--- config.mk ---
export PLATFORM = sky130hd
export DESIGN_NAME = tfa_frame_amp_ctl
export DESIGN_NICKNAME = d
export VERILOG_FILES = /design/src/hdl/tfa_pkg.sv /design/src/hdl/tfa_sync2.sv /design/src/hdl/tfa_crc_ser.sv /design/src/hdl/tfa_frame_amp_ctl.sv
export SDC_FILE = /design/constraint.sdc
export NUM_CORES = 1
export LEC_CHECK = 0
export BUFFER_PORTS_ARGS = -buffer_cell sky130_fd_sc_hd__buf_2
export CAP_MARGIN = 10
export CORE_MARGIN = 8
export CORE_UTILIZATION = 35
export DETAILED_ROUTE_END_ITERATION = 8
export GPL_ROUTABILITY_DRIVEN = 0
export MAX_ROUTING_LAYER = met4
export SLEW_MARGIN = 20
export SYNTH_ARGS = -nofsm -noshare
export SYNTH_HDL_FRONTEND = slang
export SYNTH_SLANG_ARGS = --single-unit
--- constraint.sdc ---
create_clock -name i_clk_sys -period 3.4 [get_ports i_clk_sys]
set_clock_uncertainty 0.15 [all_clocks]
set_input_delay 0.51 -clock i_clk_sys [delete_from_list [all_inputs] [get_ports i_clk_sys]]
set_output_delay 0.51 -clock i_clk_sys [all_outputs]
set_load 0.01 [all_outputs]
--- src/hdl/tfa_pkg.sv ---
// Behaviour
// - quick-start bit set: high oscillator current from power-down to transmit; else constant bias.
// - supply detect enabled raises low-supply flag below threshold picked by level and bypass.
// - without lock gating, amplifier on only in transmit mode with output level above zero.
// - with lock gating in transmit mode, amplifier turns on when lock indication is 1.
// - lock gating: load pulse or open-loop floating data input turns amplifier off; lock re-enables.
// - byte mode without start gating: modulation starts once frame length is written.
// - start gating: modulation waits for length written, amplifier on and lock high.
// - frame-end control on: amplifier off right after the last frame bit.
// - frame-end control off: without lock gating, amplifier off only by mode or output level.
// - lock output enabled: lock pin high while the PLL is locked.
// - lock output disabled: lock pin low or the selected internal test signal.
// - sync word is length field plus one bytes, sync byte zero sent first.
// - preamble is preamble field plus one bytes long.
// - CRC select 10 appends one CRC-8 byte, x^8+x^5+x^4+1; upper bit 0 appends none.
// - CRC select 11 appends two CRC-16 bytes, x^16+x^12+x^5+1.
// - frame length counts the CRC bytes; host includes them, device ends frame by it.
// - byte mode with Manchester bit set encodes frame data; clear sends plain data.
// - serial enable rising edge loads configuration; sync and data bytes act at once.
// - bit mode without synchroniser passes data input straight through, data clock idle.
package tfa_pkg;
   localparam logic [4:0] IX_MISC = 5'h0b;
   localparam logic [4:0] IX_AMP = 5'h0c;
   localparam logic [4:0] IX_FRM = 5'h0d;
   localparam logic [4:0] IX_RATE = 5'h0f;
   localparam logic [4:0] IX_OSC = 5'h15;
   localparam logic [4:0] IX_TEST = 5'h16;
   localparam logic [4:0] IX_STAT = 5'h18;
   localparam logic [4:0] IX_SYNC3 = 5'h19;
   localparam logic [4:0] IX_SYNC2 = 5'h1a;
   localparam logic [4:0] IX_SYNC1 = 5'h1b;
   localparam logic [4:0] IX_SYNC0 = 5'h1c;
   localparam logic [4:0] IX_DATA = 5'h1d;
   localparam logic [4:0] IX_MODE = 5'h1e;
   localparam logic [4:0] IX_BITPER = 5'h1f;
   localparam logic [7:0] RST_MISC = 8'hae;
   localparam logic [7:0] RST_AMP = 8'h31;
   localparam logic [7:0] RST_FRM = 8'hb6;
   localparam logic [7:0] RST_RATE = 8'h24;
   localparam logic [7:0] RST_OSC = 8'h30;
   localparam logic [7:0] RST_TEST = 8'h00;
   localparam logic [7:0] RST_SYNC = 8'he5;
   localparam logic [7:0] RST_MODE = 8'h1c;
   localparam logic [15:0] RST_BITPER = 16'h0064;
   localparam int MS_DET_EN = 7;
   localparam int MS_MOD = 0;
   localparam int AM_LEVEL = 7;
   localparam int AM_BYPASS = 6;
   localparam int AM_MOD_GATE = 3;
   localparam int AM_FE_OFF = 2;
   localparam int AM_LOCK_GATE = 1;
   localparam int AM_LOCK_OUT = 0;
   localparam int FR_BITIO = 7;
   localparam int FR_MANCH = 6;
   localparam int FR_CRC_HI = 5;
   localparam int FR_CRC_LO = 4;
   localparam int FR_SYNC = 2;
   localparam int FR_PRE = 0;
   localparam int OS_QUICK = 5;
   localparam int MD_MODE = 0;
   localparam int MD_LEVEL = 2;
   localparam int MD_SYNC_EN = 5;
   localparam int ST_LOW = 0;
   localparam int ST_PA = 1;
   localparam int ST_BUSY = 2;
   localparam int ST_HOLD = 3;
   localparam int ST_LOCK = 4;
   localparam logic [1:0] MODE_PD = 2'h0;
   localparam logic [1:0] MODE_TX = 2'h3;
   localparam logic [1:0] MOD_OPEN = 2'h1;
   localparam logic [2:0] TS_GND = 3'h0;
   localparam logic [2:0] TS_SYMBOL = 3'h7;
   localparam logic [7:0] PREAMBLE = 8'haa;
   localparam logic [15:0] POLY8 = 16'h0031;
   localparam logic [15:0] POLY16 = 16'h1021;
   localparam int CLK_NS = 20;
   localparam int OSC_START_NS = 100000;
   localparam int OSC_START_CYC = OSC_START_NS / CLK_NS;
   typedef enum logic [2:0] {
      FR_IDLE = 3'h0,
      FR_ARM = 3'h1,
      FR_PREAM = 3'h3,
      FR_SYNCW = 3'h2,
      FR_PAY = 3'h6,
      FR_DONE = 3'h4
   } tfa_frame_t;
endpackage

--- src/hdl/tfa_sync2.sv ---
`timescale 1ns/1ps
`default_nettype none
module tfa_sync2 #(
   parameter int W = 1
) (
   input wire logic i_clk_sys, // system clock
   input wire logic i_sys_rst, // sync reset
   input wire logic [W-1:0] i_async, // pin level
   output logic [W-1:0] o_sync // synchronised level
);
   typedef struct packed {
      logic [W-1:0] s1;
      logic [W-1:0] s2;
   } tfa_sync_t;
   tfa_sync_t st, next_st;

   always_comb begin
      next_st.s1 = i_async;
      next_st.s2 = st.s1;
   end

   always_ff @(posedge i_clk_sys) begin
      if (i_sys_rst) begin
         st <= '0;
      end else begin
         st <= next_st;
      end
   end

   assign o_sync = st.s2;
endmodule
`default_nettype wire

--- src/hdl/tfa_crc_ser.sv ---
`timescale 1ns/1ps
`default_nettype none
module tfa_crc_ser (
   input wire logic i_clk_sys, // system clock
   input wire logic i_sys_rst, // sync reset
   input wire logic i_clear, // back to all zero
   input wire logic i_en, // fold in one bit
   input wire logic i_bit, // bit on air
   input wire logic i_wide, // 1: 16-bit, 0: 8-bit
   output logic [15:0] o_crc_next // value after this cycle
);
   typedef struct packed {
      logic [15:0] crc;
   } tfa_crc_t;
   tfa_crc_t st, next_st;
   logic fb;

   always_comb begin
      next_st = st;
      fb = i_bit ^ (i_wide ? st.crc[15] : st.crc[7]);
      if (i_clear) begin
         next_st.crc = '0;
      end else if (i_en) begin
         if (i_wide) begin
            next_st.crc = {st.crc[14:0], 1'b0} ^ (fb ? tfa_pkg::POLY16 : 16'h0000);
         end else begin
            next_st.crc = {8'h00, st.crc[6:0], 1'b0} ^ (fb ? tfa_pkg::POLY8 : 16'h0000);
         end
      end
   end

   always_ff @(posedge i_clk_sys) begin
      if (i_sys_rst) begin
         st <= '0;
      end else begin
         st <= next_st;
      end
   end

   assign o_crc_next = next_st.crc;
endmodule
`default_nettype wire

--- src/hdl/tfa_frame_amp_ctl.sv ---
`timescale 1ns/1ps
`default_nettype none
module tfa_frame_amp_ctl #(
   parameter int unsigned p_osc_start_cycles = tfa_pkg::OSC_START_CYC
) (
   input wire logic i_clk_sys, // 50 MHz clock
   input wire logic i_sys_rst, // sync reset, high
   input wire logic i_wb_cyc, // wishbone cycle
   input wire logic i_wb_stb, // wishbone strobe
   input wire logic i_wb_we, // wishbone write
   input wire logic [6:0] i_wb_adr, // byte address
   input wire logic [3:0] i_wb_sel, // byte lanes
   input wire logic [31:0] i_wb_dat, // write data
   output logic o_wb_ack, // wishbone ack
   output logic [31:0] o_wb_dat, // read data
   input wire logic i_serial_enable_line, // load pulse on rise
   input wire logic i_pll_lock_indication, // pll locked
   input wire logic i_serial_data_input, // bit-mode data pin
   input wire logic i_data_input_float, // data pin tri-stated
   input wire logic i_supply_below, // supply under threshold
   input wire logic [7:0] i_test_bus, // internal test signals
   output logic o_pa_enable, // power amplifier on
   output logic o_tx_symbol, // chip to modulator
   output logic o_data_clock, // ready or bit clock
   output logic o_lock_pin, // lock / test output
   output logic o_osc_high_current, // oscillator boost
   output logic o_supply_detect_enable, // detector on
   output logic [1:0] o_supply_threshold_sel, // {level, bypass}
   output logic o_low_supply_flag // sticky low supply
);
   typedef struct packed {
      logic ack;
      logic [31:0] rdata;
      logic [7:0] misc;
      logic [7:0] amp;
      logic [7:0] frm;
      logic [7:0] rate;
      logic [7:0] osc;
      logic [7:0] test;
      logic [7:0] mode;
      logic [15:0] bitper;
      logic [7:0] a_misc;
      logic [7:0] a_amp;
      logic [7:0] a_frm;
      logic [7:0] a_osc;
      logic [7:0] a_test;
      logic [7:0] a_mode;
      logic [15:0] a_bitper;
      logic [3:0][7:0] syncw;
      logic [7:0] hold;
      logic hold_full;
      logic low;
      logic sen_q;
      logic lock_q;
      logic [1:0] mode_q;
      tfa_pkg::tfa_frame_t fr;
      logic [7:0] remaining;
      logic [7:0] sh;
      logic [2:0] bitcnt;
      logic half;
      logic stall;
      logic crc_phase;
      logic [1:0] idx;
      logic [15:0] tick_cnt;
      logic mod_out;
      logic dclk;
      logic pa_lc;
      logic fe_off;
      logic pa_on;
      logic osc_hi;
      logic [15:0] osc_cnt;
      logic lock_pin;
   } tfa_state_t;
   tfa_state_t st, next_st;

   ////////////////////////////////////////////////////////////////////////
   logic [4:0] pin_s;
   logic [7:0] test_s;
   logic [15:0] crc_next;
   logic crc_clr;
   logic crc_en;
   logic sen_s, lock_s, data_s, float_s, below_s;

   tfa_sync2 #(.W(5)) u_pin_sync (
      .i_clk_sys(i_clk_sys),
      .i_sys_rst(i_sys_rst),
      .i_async({i_supply_below, i_data_input_float, i_serial_data_input,
                i_pll_lock_indication, i_serial_enable_line}),
      .o_sync(pin_s)
   );

   tfa_sync2 #(.W(8)) u_test_sync (
      .i_clk_sys(i_clk_sys),
      .i_sys_rst(i_sys_rst),
      .i_async(i_test_bus),
      .o_sync(test_s)
   );

   assign {below_s, float_s, data_s, lock_s, sen_s} = pin_s;

   tfa_crc_ser u_crc (
      .i_clk_sys(i_clk_sys),
      .i_sys_rst(i_sys_rst),
      .i_clear(crc_clr),
      .i_en(crc_en),
      .i_bit(st.sh[7]),
      .i_wide(st.a_frm[tfa_pkg::FR_CRC_LO]),
      .o_crc_next(crc_next)
   );

   ////////////////////////////////////////////////////////////////////////
   logic req, wr, load, tick, bitio, manch, tx, gate_ok, byte_end, pay_next;
   logic [4:0] aix;
   logic [15:0] reload;
   logic [7:0] crc_n;

   always_comb begin
      next_st = st;
      crc_clr = 1'b0;
      crc_en = 1'b0;
      byte_end = 1'b0;
      pay_next = 1'b0;
      req = i_wb_cyc & i_wb_stb & ~st.ack;
      wr = req & i_wb_we & i_wb_sel[0];
      aix = i_wb_adr[6:2];
      // sync bytes, data and the low-flag clear act at once; misc, amp, frm, osc, test, mode and bitper wait for a load pulse
      load = sen_s & ~st.sen_q;
      bitio = st.a_frm[tfa_pkg::FR_BITIO];
      manch = st.a_frm[tfa_pkg::FR_MANCH];
      tx = (st.a_mode[tfa_pkg::MD_MODE +: 2] == tfa_pkg::MODE_TX);
      crc_n = st.a_frm[tfa_pkg::FR_CRC_HI] ? (st.a_frm[tfa_pkg::FR_CRC_LO] ? 8'h02 : 8'h01) : 8'h00;
      reload = (st.a_bitper[15:1] == 15'h0000) ? 16'h0000 : {1'b0, st.a_bitper[15:1]} - 16'h0001;
      tick = (st.tick_cnt == 16'h0000);
      gate_ok = ~st.a_amp[tfa_pkg::AM_MOD_GATE] | (st.pa_on & lock_s);
      next_st.sen_q = sen_s;
      next_st.lock_q = lock_s;
      next_st.mode_q = st.a_mode[tfa_pkg::MD_MODE +: 2];
      next_st.tick_cnt = tick ? reload : st.tick_cnt - 16'h0001;

      // bus answer: one wait cycle, unmapped reads zero
      next_st.ack = req;
      next_st.rdata = '0;
      if (req && !i_wb_we) begin
         unique case (aix)
            tfa_pkg::IX_MISC: next_st.rdata[7:0] = st.misc;
            tfa_pkg::IX_AMP: next_st.rdata[7:0] = st.amp;
            tfa_pkg::IX_FRM: next_st.rdata[7:0] = st.frm;
            tfa_pkg::IX_RATE: next_st.rdata[7:0] = st.rate;
            tfa_pkg::IX_OSC: next_st.rdata[7:0] = st.osc;
            tfa_pkg::IX_TEST: next_st.rdata[7:0] = st.test;
            tfa_pkg::IX_STAT: begin
               next_st.rdata[tfa_pkg::ST_LOW] = st.low;
               next_st.rdata[tfa_pkg::ST_PA] = st.pa_on;
               next_st.rdata[tfa_pkg::ST_BUSY] = (st.fr != tfa_pkg::FR_IDLE);
               next_st.rdata[tfa_pkg::ST_HOLD] = st.hold_full;
               next_st.rdata[tfa_pkg::ST_LOCK] = lock_s;
            end
            tfa_pkg::IX_SYNC3: next_st.rdata[7:0] = st.syncw[3];
            tfa_pkg::IX_SYNC2: next_st.rdata[7:0] = st.syncw[2];
            tfa_pkg::IX_SYNC1: next_st.rdata[7:0] = st.syncw[1];
            tfa_pkg::IX_SYNC0: next_st.rdata[7:0] = st.syncw[0];
            tfa_pkg::IX_DATA: next_st.rdata[7:0] = st.remaining;
            tfa_pkg::IX_MODE: next_st.rdata[7:0] = st.mode;
            tfa_pkg::IX_BITPER: next_st.rdata[15:0] = st.bitper;
            default: next_st.rdata = '0;
         endcase
      end

      if (load) begin
         next_st.a_misc = st.misc;
         next_st.a_amp = st.amp;
         next_st.a_frm = st.frm;
         next_st.a_osc = st.osc;
         next_st.a_test = st.test;
         next_st.a_mode = st.mode;
         next_st.a_bitper = st.bitper;
      end

      ////////////////////////////////////////////////////////////////////
      // frame engine; each bit is two half-bit ticks so Manchester costs nothing extra
      unique case (st.fr)
         tfa_pkg::FR_IDLE: begin
         end
         tfa_pkg::FR_ARM: begin
            if (gate_ok) begin
               next_st.fr = tfa_pkg::FR_PREAM;
               next_st.sh = tfa_pkg::PREAMBLE;
               next_st.idx = 2'h0;
               next_st.bitcnt = 3'h0;
               next_st.half = 1'b0;
               next_st.tick_cnt = reload;
               crc_clr = 1'b1;
            end
         end
         tfa_pkg::FR_PREAM, tfa_pkg::FR_SYNCW, tfa_pkg::FR_PAY: begin
            if (st.stall) begin
               pay_next = st.hold_full;
            end else if (tick) begin
               if (!st.half) begin
                  next_st.mod_out = st.sh[7];
                  next_st.half = 1'b1;
               end else begin
                  next_st.mod_out = manch ? ~st.sh[7] : st.sh[7];
                  next_st.half = 1'b0;
                  crc_en = (st.fr == tfa_pkg::FR_PAY) & ~st.crc_phase;
                  if (st.bitcnt != 3'h7) begin
                     next_st.sh = {st.sh[6:0], 1'b0};
                     next_st.bitcnt = st.bitcnt + 3'h1;
                  end else begin
                     next_st.bitcnt = 3'h0;
                     byte_end = 1'b1;
                  end
               end
            end
         end
         tfa_pkg::FR_DONE: begin
            next_st.fr = tfa_pkg::FR_IDLE;
            next_st.mod_out = 1'b0;
            if (st.a_amp[tfa_pkg::AM_FE_OFF]) begin
               next_st.fe_off = 1'b1;
            end
         end
         default: next_st.fr = tfa_pkg::FR_IDLE;
      endcase

      if (byte_end) begin
         unique case (st.fr)
            tfa_pkg::FR_PREAM: begin
               if (st.idx == st.a_frm[tfa_pkg::FR_PRE +: 2]) begin
                  next_st.fr = tfa_pkg::FR_SYNCW;
                  next_st.idx = 2'h0;
                  next_st.sh = st.syncw[0];
               end else begin
                  next_st.idx = st.idx + 2'h1;
                  next_st.sh = tfa_pkg::PREAMBLE;
               end
            end
            tfa_pkg::FR_SYNCW: begin
               if (st.idx == st.a_frm[tfa_pkg::FR_SYNC +: 2]) begin
                  pay_next = 1'b1;
               end else begin
                  next_st.idx = st.idx + 2'h1;
                  next_st.sh = st.syncw[st.idx + 2'h1];
               end
            end
            default: pay_next = 1'b1;
         endcase
      end

      // length includes the CRC bytes, so the tail of the count is the checksum
      if (pay_next) begin
         next_st.fr = tfa_pkg::FR_PAY;
         next_st.stall = 1'b0;
         if (st.remaining == 8'h00) begin
            next_st.fr = tfa_pkg::FR_DONE;
         end else if (st.remaining <= crc_n) begin
            next_st.sh = (st.remaining == 8'h02) ? crc_next[15:8] : crc_next[7:0];
            next_st.remaining = st.remaining - 8'h01;
            next_st.crc_phase = 1'b1;
         end else if (st.hold_full) begin
            next_st.sh = st.hold;
            next_st.hold_full = 1'b0;
            next_st.remaining = st.remaining - 8'h01;
         end else begin
            // underrun: the line holds its last level until the host refills
            next_st.stall = 1'b1;
         end
      end

      ////////////////////////////////////////////////////////////////////
      if (wr) begin
         unique case (aix)
            tfa_pkg::IX_MISC: next_st.misc = i_wb_dat[7:0];
            tfa_pkg::IX_AMP: next_st.amp = i_wb_dat[7:0];
            tfa_pkg::IX_FRM: next_st.frm = i_wb_dat[7:0];
            tfa_pkg::IX_RATE: next_st.rate = i_wb_dat[7:0];
            tfa_pkg::IX_OSC: next_st.osc = i_wb_dat[7:0];
            tfa_pkg::IX_TEST: next_st.test = i_wb_dat[7:0];
            tfa_pkg::IX_STAT: begin
               // hardware set wins over a clear in the same cycle
               if (i_wb_dat[tfa_pkg::ST_LOW]) begin
                  next_st.low = 1'b0;
               end
            end
            tfa_pkg::IX_SYNC3: next_st.syncw[3] = i_wb_dat[7:0];
            tfa_pkg::IX_SYNC2: next_st.syncw[2] = i_wb_dat[7:0];
            tfa_pkg::IX_SYNC1: next_st.syncw[1] = i_wb_dat[7:0];
            tfa_pkg::IX_SYNC0: next_st.syncw[0] = i_wb_dat[7:0];
            tfa_pkg::IX_DATA: begin
               if (st.fr == tfa_pkg::FR_IDLE && !bitio) begin
                  next_st.remaining = i_wb_dat[7:0];
                  next_st.fr = tfa_pkg::FR_ARM;
                  next_st.fe_off = 1'b0;
                  next_st.crc_phase = 1'b0;
               end else if (!st.hold_full) begin
                  next_st.hold = i_wb_dat[7:0];
                  next_st.hold_full = 1'b1;
               end
            end
            tfa_pkg::IX_MODE: next_st.mode = i_wb_dat[7:0];
            tfa_pkg::IX_BITPER: next_st.bitper = i_wb_dat[15:0];
            default: begin
            end
         endcase
      end

      if (st.a_misc[tfa_pkg::MS_DET_EN] && below_s) begin
         next_st.low = 1'b1;
      end

      ////////////////////////////////////////////////////////////////////
      // bit mode bypasses the framer entirely
      if (bitio) begin
         next_st.fr = tfa_pkg::FR_IDLE;
         next_st.stall = 1'b0;
         if (!st.a_mode[tfa_pkg::MD_SYNC_EN]) begin
            next_st.mod_out = data_s;
            next_st.dclk = 1'b0;
         end else if (tick) begin
            next_st.dclk = ~st.dclk;
            if (!st.dclk) begin
               next_st.mod_out = data_s;
            end
         end
      end else begin
         next_st.dclk = ~st.hold_full;
      end

      // amplifier control
      if (!(st.a_amp[tfa_pkg::AM_LOCK_GATE] && tx)) begin
         next_st.pa_lc = 1'b0;
      end else if ((lock_s && !st.lock_q) || (lock_s && st.mode_q != tfa_pkg::MODE_TX)) begin
         next_st.pa_lc = 1'b1;
      end else if (load || (st.a_misc[tfa_pkg::MS_MOD +: 2] == tfa_pkg::MOD_OPEN && float_s)) begin
         next_st.pa_lc = 1'b0;
      end
      if (!tx) begin
         next_st.fe_off = 1'b0;
      end
      if (st.a_amp[tfa_pkg::AM_LOCK_GATE]) begin
         next_st.pa_on = st.pa_lc & ~st.fe_off;
      end else begin
         next_st.pa_on = tx & (st.a_mode[tfa_pkg::MD_LEVEL +: 3] != 3'h0) & ~st.fe_off;
      end

      // oscillator boost only on a direct power-down to transmit step
      if (!tx) begin
         next_st.osc_hi = 1'b0;
      end else if (st.mode_q == tfa_pkg::MODE_PD && st.a_osc[tfa_pkg::OS_QUICK]) begin
         next_st.osc_hi = 1'b1;
         next_st.osc_cnt = p_osc_start_cycles[15:0];
      end else if (st.osc_cnt != 16'h0000) begin
         next_st.osc_cnt = st.osc_cnt - 16'h0001;
      end else begin
         next_st.osc_hi = 1'b0;
      end

      // lock pin
      if (st.a_amp[tfa_pkg::AM_LOCK_OUT]) begin
         next_st.lock_pin = lock_s;
      end else if (st.a_test[2:0] == tfa_pkg::TS_GND) begin
         next_st.lock_pin = 1'b0;
      end else if (st.a_test[2:0] == tfa_pkg::TS_SYMBOL) begin
         next_st.lock_pin = st.mod_out;
      end else begin
         next_st.lock_pin = test_s[st.a_test[2:0]];
      end
   end

   ////////////////////////////////////////////////////////////////////////
   always_ff @(posedge i_clk_sys) begin
      if (i_sys_rst) begin
         st <= '0;
         st.misc <= tfa_pkg::RST_MISC;
         st.amp <= tfa_pkg::RST_AMP;
         st.frm <= tfa_pkg::RST_FRM;
         st.rate <= tfa_pkg::RST_RATE;
         st.osc <= tfa_pkg::RST_OSC;
         st.test <= tfa_pkg::RST_TEST;
         st.mode <= tfa_pkg::RST_MODE;
         st.bitper <= tfa_pkg::RST_BITPER;
         st.a_misc <= tfa_pkg::RST_MISC;
         st.a_amp <= tfa_pkg::RST_AMP;
         st.a_frm <= tfa_pkg::RST_FRM;
         st.a_osc <= tfa_pkg::RST_OSC;
         st.a_test <= tfa_pkg::RST_TEST;
         st.a_mode <= tfa_pkg::RST_MODE;
         st.a_bitper <= tfa_pkg::RST_BITPER;
         st.syncw <= {4{tfa_pkg::RST_SYNC}};
         st.fr <= tfa_pkg::FR_IDLE;
      end else begin
         st <= next_st;
      end
   end

   assign o_wb_ack = st.ack;
   assign o_wb_dat = st.rdata;
   assign o_pa_enable = st.pa_on;
   assign o_tx_symbol = st.mod_out;
   assign o_data_clock = st.dclk;
   assign o_lock_pin = st.lock_pin;
   assign o_osc_high_current = st.osc_hi;
   assign o_supply_detect_enable = st.a_misc[tfa_pkg::MS_DET_EN];
   assign o_supply_threshold_sel = {st.a_amp[tfa_pkg::AM_LEVEL], st.a_amp[tfa_pkg::AM_BYPASS]};
   assign o_low_supply_flag = st.low;
endmodule
`default_nettype wire

Word level (Yosys, flattened, before mapping)
Cells that the tools add are included.
{"block": "totals", "in_bits": 61, "regBits": 314}
{"block": "classes", "addsub": 6, "n_eq_ne": 33, "muxes": 106, "bitwise": 27, "reduce_logical": 52, "n_lt_le_gt_ge": 3}
{"op": "$mux 16", "n": 9}
{"op": "$pmux 5 s14", "n": 1}
{"op": "$mux 1", "n": 53}
{"op": "$eq 5x5->1 const B", "n": 10}
{"op": "$mux 8", "n": 6}
{"op": "$mux 11", "n": 4}
{"op": "$pmux 3 s13", "n": 1}
{"op": "$mux 12", "n": 3}
{"op": "$mux 18", "n": 2}
{"op": "$sub 16x1->16 const B", "n": 2}
{"op": "$reduce_and 2->1", "n": 13}
{"op": "$pmux 12 s2", "n": 1}
{"op": "$eq 5x4->1 const B", "n": 4}
{"op": "$mux 2", "n": 10}
{"op": "$mux 19", "n": 1}
{"op": "$mux 17", "n": 1}
{"op": "$bmux 8 s2", "n": 1}
{"op": "$logic_not 16->1", "n": 1}
{"op": "$pmux 8 s2", "n": 1}
{"op": "$reduce_bool 16->1", "n": 1}
{"op": "$sub 15x1->16 const B", "n": 1}
{"op": "$xor 16x16->16", "n": 1}
{"op": "$xor 8x16->16", "n": 1}
{"op": "$logic_not 15->1", "n": 1}
{"op": "41 further kinds", "n": 98}

Logic depth before layout (Yosys ltp)
Gate-level depths: netlist of the first run.
{"block": "logic_depth", "word_depth": 16, "ltp_mapped": 10}

By module
From an unflattened synthesis of the first run, not the netlist that was laid out.
{"block": "hier_totals", "hier_cells": 1537, "hier_area_um2": 13052.5}
{"mod": "tfa_frame_amp_ctl", "area_per_inst_um2": 11502.3, "n_inst": 1, "cells_each": 1390}
{"mod": "tfa_crc_ser", "area_per_inst_um2": 823.3, "n_inst": 1, "cells_each": 94}
{"mod": "tfa_sync2 (u_test_sync)", "area_per_inst_um2": 464.2, "n_inst": 1, "cells_each": 33}
{"mod": "tfa_sync2 (u_pin_sync)", "area_per_inst_um2": 262.8, "n_inst": 1, "cells_each": 20}

Least setup slack after synthesis of the first run
No wires, ideal clock.
{"block": "synth_path", "path_kind": "flip-flop to flip-flop", "startpoint": "register st[29] (netlist name)", "endpoint": "register st, in the netlist o_tx_symbol", "slack_ns": 0.489, "t_arrival_ns": 2.638, "path_stages_with_launch": 9, "required_ns": 3.127, "period_less_slack_ns": 2.911, "n_path_buf": 2, "cell_sequence": "dfxtp_1 -> or4_1 -> clkbuf_2 -> or4b_2 -> buf_2 -> nor3_2 -> mux2_2 -> a2bb2oi_1 -> a31oi_1"}
{"block": "synth_between", "elab_chain_len": 8}
{"element": "from (decl)", "line": "tfa_frame_amp_ctl.sv:74", "rtl": "tfa_state_t st, next_st;"}
{"element": "from (signal assigned)", "line": "tfa_frame_amp_ctl.sv:392", "rtl": "st <= next_st;"}
{"element": "$logic_not 16->1 *", "line": "tfa_frame_amp_ctl.sv:133", "rtl": "tick = (st.tick_cnt == 16'h0000);"}
{"element": "$mux 1", "line": "tfa_frame_amp_ctl.sv:198", "rtl": "end else if (tick) begin"}
{"element": "$mux 1", "line": "tfa_frame_amp_ctl.sv:196", "rtl": "if (st.stall) begin"}
{"element": "$pmux 1 s2", "line": "tfa_frame_amp_ctl.sv:181", "rtl": "unique case (st.fr)"}
{"element": "$mux 1", "line": "tfa_frame_amp_ctl.sv:321", "rtl": "if (!st.dclk) begin"}
{"element": "$mux 2", "line": "tfa_frame_amp_ctl.sv:319", "rtl": "end else if (tick) begin"}
{"element": "$mux 2", "line": "tfa_frame_amp_ctl.sv:316", "rtl": "if (!st.a_mode[tfa_pkg::MD_SYNC_EN]) begin"}
{"element": "$mux 1 *", "line": "tfa_frame_amp_ctl.sv:313", "rtl": "if (bitio) begin"}
Every way passes the cells marked *; elsewhere a longest branch is shown, timed or not. The select of a mux whose other input is x is not followed.
A chain may end at the register's enable or synchronous reset.

Worst setup path after layout of the first run
{"block": "layout_path", "startpoint": "register st[29] (netlist name)", "endpoint": "register st[51] (netlist name)"}
{"block": "layout_between", "elab_chain_len": 11, "elab_cells_between_ends": 21}
{"element": "$logic_not 16->1 *", "line": "tfa_frame_amp_ctl.sv:133"}
{"element": "$mux 12", "line": "tfa_frame_amp_ctl.sv:198"}
{"element": "$mux 12", "line": "tfa_frame_amp_ctl.sv:196"}
{"element": "$pmux 12 s2", "line": "tfa_frame_amp_ctl.sv:181"}
{"element": "$mux 8", "line": "tfa_frame_amp_ctl.sv:239", "rtl": "if (st.idx == st.a_frm[tfa_pkg::FR_SYNC +: 2]) begin"}
{"element": "$pmux 8 s2", "line": "tfa_frame_amp_ctl.sv:227", "rtl": "unique case (st.fr)"}
{"element": "$mux 8", "line": "tfa_frame_amp_ctl.sv:226", "rtl": "if (byte_end) begin"}
{"element": "$mux 16", "line": "tfa_frame_amp_ctl.sv:260", "rtl": "end else if (st.hold_full) begin"}
{"element": "$mux 16", "line": "tfa_frame_amp_ctl.sv:256", "rtl": "end else if (st.remaining <= crc_n) begin"}
{"element": "$mux 16", "line": "tfa_frame_amp_ctl.sv:254", "rtl": "if (st.remaining == 8'h00) begin"}
{"element": "$mux 19 *", "line": "tfa_frame_amp_ctl.sv:251", "rtl": "if (pay_next) begin"}
Marked as above.

==> results of run 1 <==
==> area by class of cell <==
| cell class | instances | area, um2 | area share, % |
|---|---|---|---|
| antenna | 1 | 2.50 | 0.0166 |
| tap | 468 | 586 | 3.87 |
| multi-input combinational | 1191 | 6800 | 45.0 |
| sequential | 281 | 5630 | 37.2 |
| clock buffer | 41 | 863 | 5.71 |
| timing repair buffer | 126 | 835 | 5.52 |
| clock inverter | 17 | 330 | 2.19 |
| inverter | 19 | 71.3 | 0.472 |
==> state kept, by name, indices dropped and copies added (netlist names), 2 cells and up <==
signal / flops
o_supply_threshold_sel: 2
u_test_sync.o_sync: 6
next_st: 2
st: 213
u_pin_sync.o_sync: 5
o_wb_dat: 16
u_crc.st: 16
u_test_sync.next_st: 6
u_pin_sync.next_st: 5
==> final timing paths <==
check	start	to	cells past startpoint
worst max-delay path	st[29]	st[51]	6
worst min-delay path	i_wb_dat[13]	st[189]	3
worst max register to register	st[29]	st[51]	6
worst min register to register	u_test_sync.next_st[3]	u_test_sync.o_sync[3]	1
==> per-layer routing <==
layer	wire length [um]	GRT usage (%)
met1	17400	23.1
met2	18900	29.3
met3	2580	2.56
met4	1180	5.78
met5	0	-
==> kinds of logic (layout without fill, tap and decap cells) <==
kind of cell | count (synthesis) | in the layout | share of synthesized area (%)
AND/OR/NAND/NOR | 734 | 734 | 26.3
buffers and inverters | 146 | 203 | 5.27
adder cells (fa/ha/maj) | 12 | 12 | 1.13
other | 1 | 17 | 0.0287
multiplexers | 59 | 59 | 5.05
XOR/XNOR | 50 | 50 | 3.46
AO/OA/AOI/OAI | 320 | 320 | 15.6
flip-flops | 281 | 281 | 43.1
==> synthesized netlist by cell type (all sizes together) (5+ instances only) <==
library cell,n
nor2b,38
buf,46
nand3,81
or4,10
mux2i,50
nand4,13
ha,11
clkbuf,81
a22oi,37
or3,8
nor4,21
o21ai,36
and3,18
nand3b,9
dfxtp,281
xnor2,24
xor2,25
a2111oi,7
nand2,340
and4,5
a31oi,15
nor3,33
nor2,120
nand2b,6
and2,10
a311oi,5
a211oi,13
a21oi,143
a22o,6
inv,19
o211ai,5
a222oi,6
mux4,5
==> stage by stage <==
step	power [W]	std cells	hold WS (ns)	setup WS (ns)	util, %
2_1_floorplan	0.00428	1618	0.251	0.489	-
3_3_place_gp	0.00454	2074	0.267	0.354	37.6
3_5_place_dp	0.00455	2074	0.272	0.299	37.6
4_1_cts	0.00845	2143	0.0164	0.282	41.2
5_1_grt	0.00873	2144	0.0277	0.0841	41.2
6_report	0.00839	2144	0.0385	0.280	41.2
==> tightest hold or removal path, delay by kind of cell <==
kind            cells  cell delay, ns
simple gates        1            0.05
buf+inv             1            0.10
compound gates      1            0.05
==> power by group <==
| group | total [W] | internal (W) | leakage [nW] | switching (W) |
|---|---|---|---|---|
| logic | 0.00105 | 0.000403 | 3.03 | 0.000644 |
| clock network | 0.00389 | 0.00247 | 0.576 | 0.00142 |
| registers | 0.00346 | 0.00338 | 2.27 | 0.0000748 |
==> repair_timing <==
item,CTS,global route
hold buffers,11,0
gates resized for setup,0,0
endpoints found under the hold margin,11,0
==> results.sh, run 1 <==
export IMPL_outcome="complete, no violations"
export IMPL_grt_max_degree=62
export IMPL_n_fill_cell=3647
export IMPL_drc=0
export IMPL_antenna_left=0
export IMPL_synth_edf_count=0
export IMPL_crit_arrival_ns=3.49
export IMPL_max_stage_delay_ns=0.87
export IMPL_antenna_found_initial=1
export IMPL_end_kind="flop"
export IMPL_p_per_area_nw_per_um2=555
export IMPL_routed_via_density=5.49
export IMPL_path_delay_family="simple AND/OR/NAND/NOR gates"
export IMPL_io_pins=103
export IMPL_worstPathMaxFanout=11
export IMPL_maxCapViolCount=0
export IMPL_cts_root_buffer="clkbuf_16"
export IMPL_gr_total_overflow=0
export IMPL_rsz0062_at_grt="no"
export IMPL_postPlaceCellArea_um2=13800
export IMPL_cpMaxStageDelayCell="or4b_2"
export IMPL_clk_path_buf_depth=3
export IMPL_clkLatencyLatePin_ns=0.57
export IMPL_final_max_slew_viol_count=0
export IMPL_ys_types=76
export IMPL_cts_made_buffers=31
export IMPL_drt_wirelength_per_cell_um=18.7
export IMPL_die_h_um=209
export IMPL_synthCells=1603
export IMPL_drtIter0Drc=999
export IMPL_crit_chain="or4_1 -> or4b_2 -> a2111oi_0 -> nor3_1 -> nor4_1 -> a221o_1"
export IMPL_die_w_um=209
export IMPL_yosys_area_top_type="dfxtp_1"
export IMPL_drive_above_1_share_pct=12.0
export IMPL_synth_area_um2=13000
export IMPL_fin_crit_ns=3.12
export IMPL_netlist_area_leader_share_pct=43.1
export IMPL_ys_warnings_count=0
export IMPL_worst_slew_pin_slew_ns=1.02
export IMPL_vias=11800
export IMPL_clk_pin_slew_ns=0.06
export IMPL_clock_sinks=281
export IMPL_grt_usage_pct=18.1
export IMPL_synth_area_leaders="dfxtp_1 (43%), nand2_1 (9.8%), a21oi_1 (5.5%)"
export IMPL_core_area_um2=36700
export IMPL_grt_pass1_wl_mm=62.9
export IMPL_synth_async_reset_ratio_pct=0
export IMPL_start_util_pct=35.5
export IMPL_cp_num_buf_inv=0
export IMPL_p_leak_nw=5.88
export IMPL_port_buffers=63
export IMPL_avgSynthCellArea_um2=8.14
export IMPL_layout_commonest_cell="nand2_1"
export IMPL_nNetsFinal=1722
export IMPL_rows=70
export IMPL_htreeDepth=1
export IMPL_peakVddDrop_mv=0.426
export IMPL_drt_pre_antenna_iters=6
export IMPL_tritoncts="yes"
export IMPL_fin_tns_setup_ns=0
export IMPL_ys_seq_area_share_pct=43.1
export IMPL_hold_class="input pin to flop"
export IMPL_worstSetupPathType="flop to flop"
export IMPL_totalWireLength_mm=40.1
export IMPL_r2r_setup_slack_ns=0.28
export IMPL_critPathLaunchType="flop"
export IMPL_relSlewSlack_pct=31.6
export IMPL_dp_hpwl_mm=28.2
export IMPL_worstPathRequired_ns=3.77
export IMPL_dieArea_um2=43700
export IMPL_setup_viol=0
export IMPL_stdcell_area_um2=15100
export IMPL_grt_pass1_vias=11000
export IMPL_synth_main_ff_cell="dfxtp_1"
export IMPL_finalHoldViolCount=0
export IMPL_syn2layout_area_growth_pct=15.9
export IMPL_postCtsSetupRepairBufs=0
export IMPL_layout_common_cells="nand2_1 (340), dfxtp_1 (281), a21oi_1 (142)"
export IMPL_min_period_over_period_pct=91.8
export IMPL_fmax_ghz=0.321
export IMPL_synth_seq_cells=281
Note: power is estimated with default switching activity, not from simulation.
==> inputs of run 2 (changes only) <==
--- a/config.mk
+++ b/config.mk
@@ -15,4 +15,5 @@
 export SLEW_MARGIN = 20
 export SYNTH_ARGS = -nofsm -noshare
 export SYNTH_HDL_FRONTEND = slang
+export SYNTH_HIERARCHICAL = 1
 export SYNTH_SLANG_ARGS = --single-unit
==> run 2 against run 1 <==
Against the previous run:
- critical endpoint is now st[52]
- largest cell class unchanged
- count of clock-buffer cells in the layout decreased by 1
- global-route usage decreased by 0.60 points
- register-to-register slack improved by 0.07 ns
- sequential power about the same
- largest power group unchanged
- cell count decreased by 3.8%
- setup slack improved by 0.065 ns
- sequential cell count unchanged
- routed wire length decreased by 4.3%
==> results.sh, run 2 <==
export IMPL_worst_slew_pin_slew_ns=0.962
export IMPL_synth_area_um2=12900
export IMPL_largest_reg_flops=213
export IMPL_tritoncts="yes"
export IMPL_clk_pin_slew_ns=0.06
export IMPL_worstPathMaxFanout=21
export IMPL_max_stage_delay_ns=0.32
export IMPL_grt_pass1_vias=10600
export IMPL_worstSetupPathType="flop to flop"
export IMPL_crit_chain="inv_1 -> ha_1 -> nor3b_1 -> nand4_1 -> nor2_1 -> nand2_1 -> nor3_2 -> buf_4 -> nand3_1 -> a21oi_1 -> nand3_1 -> a21oi_1 -> a21oi_1 -> o31ai_1"
export IMPL_worstPathRequired_ns=3.71
export IMPL_relSlewSlack_pct=35.9
export IMPL_clkLatencyLatePin_ns=0.56
export IMPL_multi_input_area_um2=6710
export IMPL_dp_hpwl_mm=26.9
export IMPL_hold_depth=2
export IMPL_seq_area_um2=5630
export IMPL_p_leak_nw=5.56
export IMPL_n_fill_cell=3649
export IMPL_min_period_over_period_pct=89.8
export IMPL_start_util_pct=35.4
export IMPL_layout_common_cells="nand2_1 (281), dfxtp_1 (281), nor2_1 (136)"
export IMPL_end_kind="flop"
export IMPL_grt_max_degree=103
export IMPL_regMostFlops="st"
export IMPL_drtIter0Drc=982
export IMPL_nNetsFinal=1644
export IMPL_synthCells=1529
export IMPL_final_max_slew_viol_count=0
export IMPL_finalHoldViolCount=0
export IMPL_core_area_um2=36500
export IMPL_port_buffers=63
export IMPL_gr_total_overflow=0
export IMPL_highest_layer="met4"
export IMPL_cts_root_buffer="clkbuf_16"
export IMPL_dpl_cell_count=2003
export IMPL_antenna_left=0
export IMPL_htreeDepth=1
export IMPL_clock_sinks=281
export IMPL_postPlaceCellArea_um2=13700
export IMPL_cts_made_buffers=30
export IMPL_die_h_um=208
export IMPL_drt_wirelength_per_cell_um=18.6
export IMPL_stdcell_area_um2=14800
export IMPL_ys_warnings_count=6
export IMPL_drc=0
export IMPL_grt_pass1_wl_mm=59.8
export IMPL_peakVddDrop_mv=0.399
export IMPL_drive_above_1_share_pct=13.2
export IMPL_drt_pre_antenna_iters=5
export IMPL_antenna_found_initial=0
export IMPL_crit_arrival_ns=3.36
export IMPL_reg2reg_depth=14
export IMPL_critPathLaunchType="flop"
export IMPL_routed_via_density=5.42
export IMPL_fin_crit_ns=3.05
export IMPL_totalWireLength_mm=38.4
export IMPL_wl_met1_mm=16.7
export IMPL_avgSynthCellArea_um2=8.46
export IMPL_fin_tns_setup_ns=0
export IMPL_maxCapViolCount=0
export IMPL_die_w_um=208
export IMPL_finalNonFillerCells=2063
export IMPL_rows=70
export IMPL_met2_length_mm=17.4
export IMPL_cpMostUsedCell="a21oi_1"
export IMPL_dieArea_um2=43400
export IMPL_outcome="complete, no violations"
export IMPL_fmax_ghz=0.327
export IMPL_hold_class="input pin to flop"
export IMPL_clk_path_buf_depth=3
export IMPL_io_pins=103
export IMPL_cpMaxStageDelayCell="dfxtp_1"
export IMPL_vias=11200
export IMPL_setup_viol=0
export IMPL_cts_repair_resized=0
export IMPL_syn2layout_area_growth_pct=14.6
export IMPL_wl_met3_mm=2.79
export IMPL_p_per_area_nw_per_um2=538
export IMPL_grt_usage_pct=17.5
export IMPL_power_w=0.00798
export IMPL_rsz0062_at_grt="no"
run 2: worst max-delay path: cells and delay by family (launching register included):
family,cells,cell delay (ns)
fa+ha+maj,1,0.14
compound gates,4,0.59
simple gates,7,1.34
buf+inv,2,0.40
flops,1,0.32
run 2: final timing paths:
kind	from	end	slack [ns]
hold reg to reg	st[19]	o_pa_enable	0.28
setup / recovery	st[23]	st[52]	0.35
setup reg to reg	st[23]	st[52]	0.35
hold / removal	i_test_bus[1]	u_test_sync/next_st[1]	0.02
run 2: final cells by class:
| cell class | count | area share (%) |
|---|---|---|
| inverters | 17 | 0.430 |
| clock buffers | 40 | 5.93 |
| repair buffers | 117 | 5.07 |
| multi-input cells | 1125 | 45.3 |
| well taps | 468 | 3.95 |
| diodes | 1 | 0.0169 |
| flip-flops and latches | 281 | 37.9 |
| clock inverters | 14 | 1.38 |
run 2: through the flow:
stage / utilization [%] / setup slack, ns / hold WS [ns]
finish: 40.6 / 0.346 / 0.0232
global route: 40.6 / 0.0252 / 0.00689
CTS: 40.6 / 0.316 / 0.00210
detailed placement: 37.5 / 0.355 / 0.273
global placement: 37.5 / 0.351 / 0.270
floorplan: - / 0.417 / 0.251
run 2: report_power, final:
group          total, W  switching, W  leakage, nW  internal [W]
registers       0.00348     0.0000884         2.28       0.00340
logic          0.000969      0.000591         2.75      0.000378
clock network   0.00353       0.00135        0.533       0.00218
run 2: what timing repair did:
item / in CTS / in global routing
hold buffers: 5 / 0
setup buffers: 0 / 0
endpoints found under the hold margin: 5 / 0
run 2: metal layers:
metal	track usage [%]	up-vias
met3	3.38	83
met4	7.07	0
met1	22.0	5302
li1	-	5392
met2	27.4	399
met5	-	-
==> inputs of run 3 (changes only) <==
--- a/config.mk
+++ b/config.mk
@@ -9,6 +9,7 @@
 export CAP_MARGIN = 10
 export CORE_MARGIN = 8
 export CORE_UTILIZATION = 35
+export CTS_BUF_LIST = sky130_fd_sc_hd__clkbuf_16
 export DETAILED_ROUTE_END_ITERATION = 8
 export GPL_ROUTABILITY_DRIVEN = 0
 export MAX_ROUTING_LAYER = met4
==> run 3 against run 2 <==
Against the previous run:
- register-to-register slack barely moved
- combinational power about the same
- cell area fell by 0.47%
- critical endpoint unchanged
- sequential power barely moved
==> results.sh, run 3 (synthesis results as in run 2) <==
export IMPL_peakVddDrop_mv=0.399
export IMPL_n_fill_cell=3657
export IMPL_drc=0
export IMPL_fin_tns_setup_ns=0
export IMPL_port_buffers=63
export IMPL_core_area_um2=36500
export IMPL_die_w_um=208
export IMPL_final_max_slew_viol_count=0
export IMPL_grt_usage_pct=17.5
export IMPL_largest_reg_flops=213
export IMPL_grt_pass1_wl_mm=59.8
export IMPL_p_leak_nw=5.53
export IMPL_htreeDepth=1
export IMPL_gr_total_overflow=0
export IMPL_fin_crit_ns=3.07
export IMPL_layout_common_cells="nand2_1 (281), dfxtp_1 (281), nor2_1 (136)"
export IMPL_grt_max_degree=103
export IMPL_wl_met1_mm=16.6
export IMPL_start_util_pct=35.4
export IMPL_drt_pre_antenna_iters=5
export IMPL_fmax_ghz=0.326
export IMPL_clk_path_buf_depth=3
export IMPL_worst_slew_pin_slew_ns=0.941
export IMPL_cpMostUsedCell="a21oi_1"
export IMPL_totalWireLength_mm=38.4
export IMPL_worstSetupPathType="flop to flop"
export IMPL_io_pins=103
export IMPL_clk_pin_slew_ns=0.06
export IMPL_nNetsFinal=1644
export IMPL_p_per_area_nw_per_um2=529
export IMPL_crit_arrival_ns=3.38
export IMPL_max_stage_delay_ns=0.32
export IMPL_outcome="complete, no violations"
export IMPL_antenna_left=0
export IMPL_syn2layout_area_growth_pct=14.1
export IMPL_worstPathMaxFanout=21
export IMPL_crit_chain="inv_1 -> ha_1 -> nor3b_1 -> nand4_1 -> nor2_1 -> nand2_1 -> nor3_2 -> buf_4 -> nand3_1 -> a21oi_1 -> nand3_1 -> a21oi_1 -> a21oi_1 -> o31ai_1"
export IMPL_cts_root_buffer="clkbuf_16"
export IMPL_end_kind="flop"
export IMPL_critPathLaunchType="flop"
export IMPL_dieArea_um2=43400
export IMPL_finalHoldViolCount=0
export IMPL_rows=70
export IMPL_relSlewSlack_pct=37.3
export IMPL_drive_above_1_share_pct=12.8
export IMPL_cts_hold_fix_buffers=5
export IMPL_power_w=0.00781
export IMPL_die_h_um=208
export IMPL_highest_layer="met4"
export IMPL_rsz0062_at_grt="no"
export IMPL_clkLatencyLatePin_ns=0.56
export IMPL_maxCapViolCount=0
export IMPL_worstPathRequired_ns=3.71
export IMPL_min_period_over_period_pct=90.3
export IMPL_dp_hpwl_mm=26.9
export IMPL_wl_met3_mm=2.79
export IMPL_cts_repair_resized=0
export IMPL_routed_via_density=5.41
export IMPL_hold_class="input pin to flop"
export IMPL_cts_made_buffers=30
export IMPL_postCtsSetupRepairBufs=0
export IMPL_cpMaxStageDelayCell="dfxtp_1"
export IMPL_drtIter0Drc=972
export IMPL_grt_pass1_vias=10600
export IMPL_drt_wirelength_per_cell_um=18.6
export IMPL_hold_slack_ns=0.0235
export IMPL_tritoncts="yes"
export IMPL_setup_viol=0
export IMPL_vias=11200
export IMPL_regMostFlops="st"
export IMPL_clock_sinks=281
export IMPL_antenna_found_initial=0
export IMPL_met2_length_mm=17.5
-- run 3: cell count changes in the layout (fill, tap and decap cells not counted) --
cell / previous run / this run
inv_1: 16 / 18
clkbuf_8: 7 / 0
clkbuf_1: 2 / 0
clkinv_1: 0 / 7
-- run 3: path summary, 6_finish.rpt --
path / start / end / slack, ns / cells after the start
setup reg to reg: st[23] / st[52] / 0.33 / 14
hold / removal: i_test_bus[1] / u_test_sync/next_st[1] / 0.02 / 2
setup / recovery: st[23] / st[52] / 0.33 / 14
hold reg to reg: st[19] / o_pa_enable / 0.28 / 1
-- run 3: critical path: cells and delay by family (launching register included) --
kind / cells / cell delay [ns]
and+or+nand+nor: 7 / 1.34
AOI/OAI and AO/OA: 4 / 0.61
buffers and inverters: 2 / 0.40
DFF: 1 / 0.32
adders and majority gates: 1 / 0.14
-- run 3: final cells by class --
class                      count  area, um2  area share (%)
timing repair buffer         117        752            5.10
tap                          468        586            3.97
sequential                   281       5630            38.1
antenna                        1       2.50          0.0170
inverter                      17       63.8           0.432
multi-input combinational   1125       6710            45.5
clock inverter                23        238            1.61
clock buffer                  31        776            5.26
-- run 3: where the power goes --
part | switching (W) | internal [W] | leakage, nW | total [W]
registers | 0.0000882 | 0.00340 | 2.28 | 0.00348
logic | 0.000589 | 0.000378 | 2.75 | 0.000967
clock network | 0.00134 | 0.00202 | 0.502 | 0.00336
-- run 3: metrics by stage --
step                      utilization [%]  setup WS [ns]  instance area [um2]  instances
after global routing                 40.4         0.0242                14800       2062
after detailed placement             37.5          0.355                13700       2003
after floorplan                         -          0.417                13000       1544
final                                40.4          0.331                14800       2063
after global placement               37.5          0.351                13700       2003
after CTS                            40.4          0.317                14800       2062
-- run 3: routing by layer --
metal	up-vias	global-route usage, %
li1	5388	-
met1	5296	22.0
met2	395	27.3
met3	84	3.38
met4	0	7.20
met5	-	-
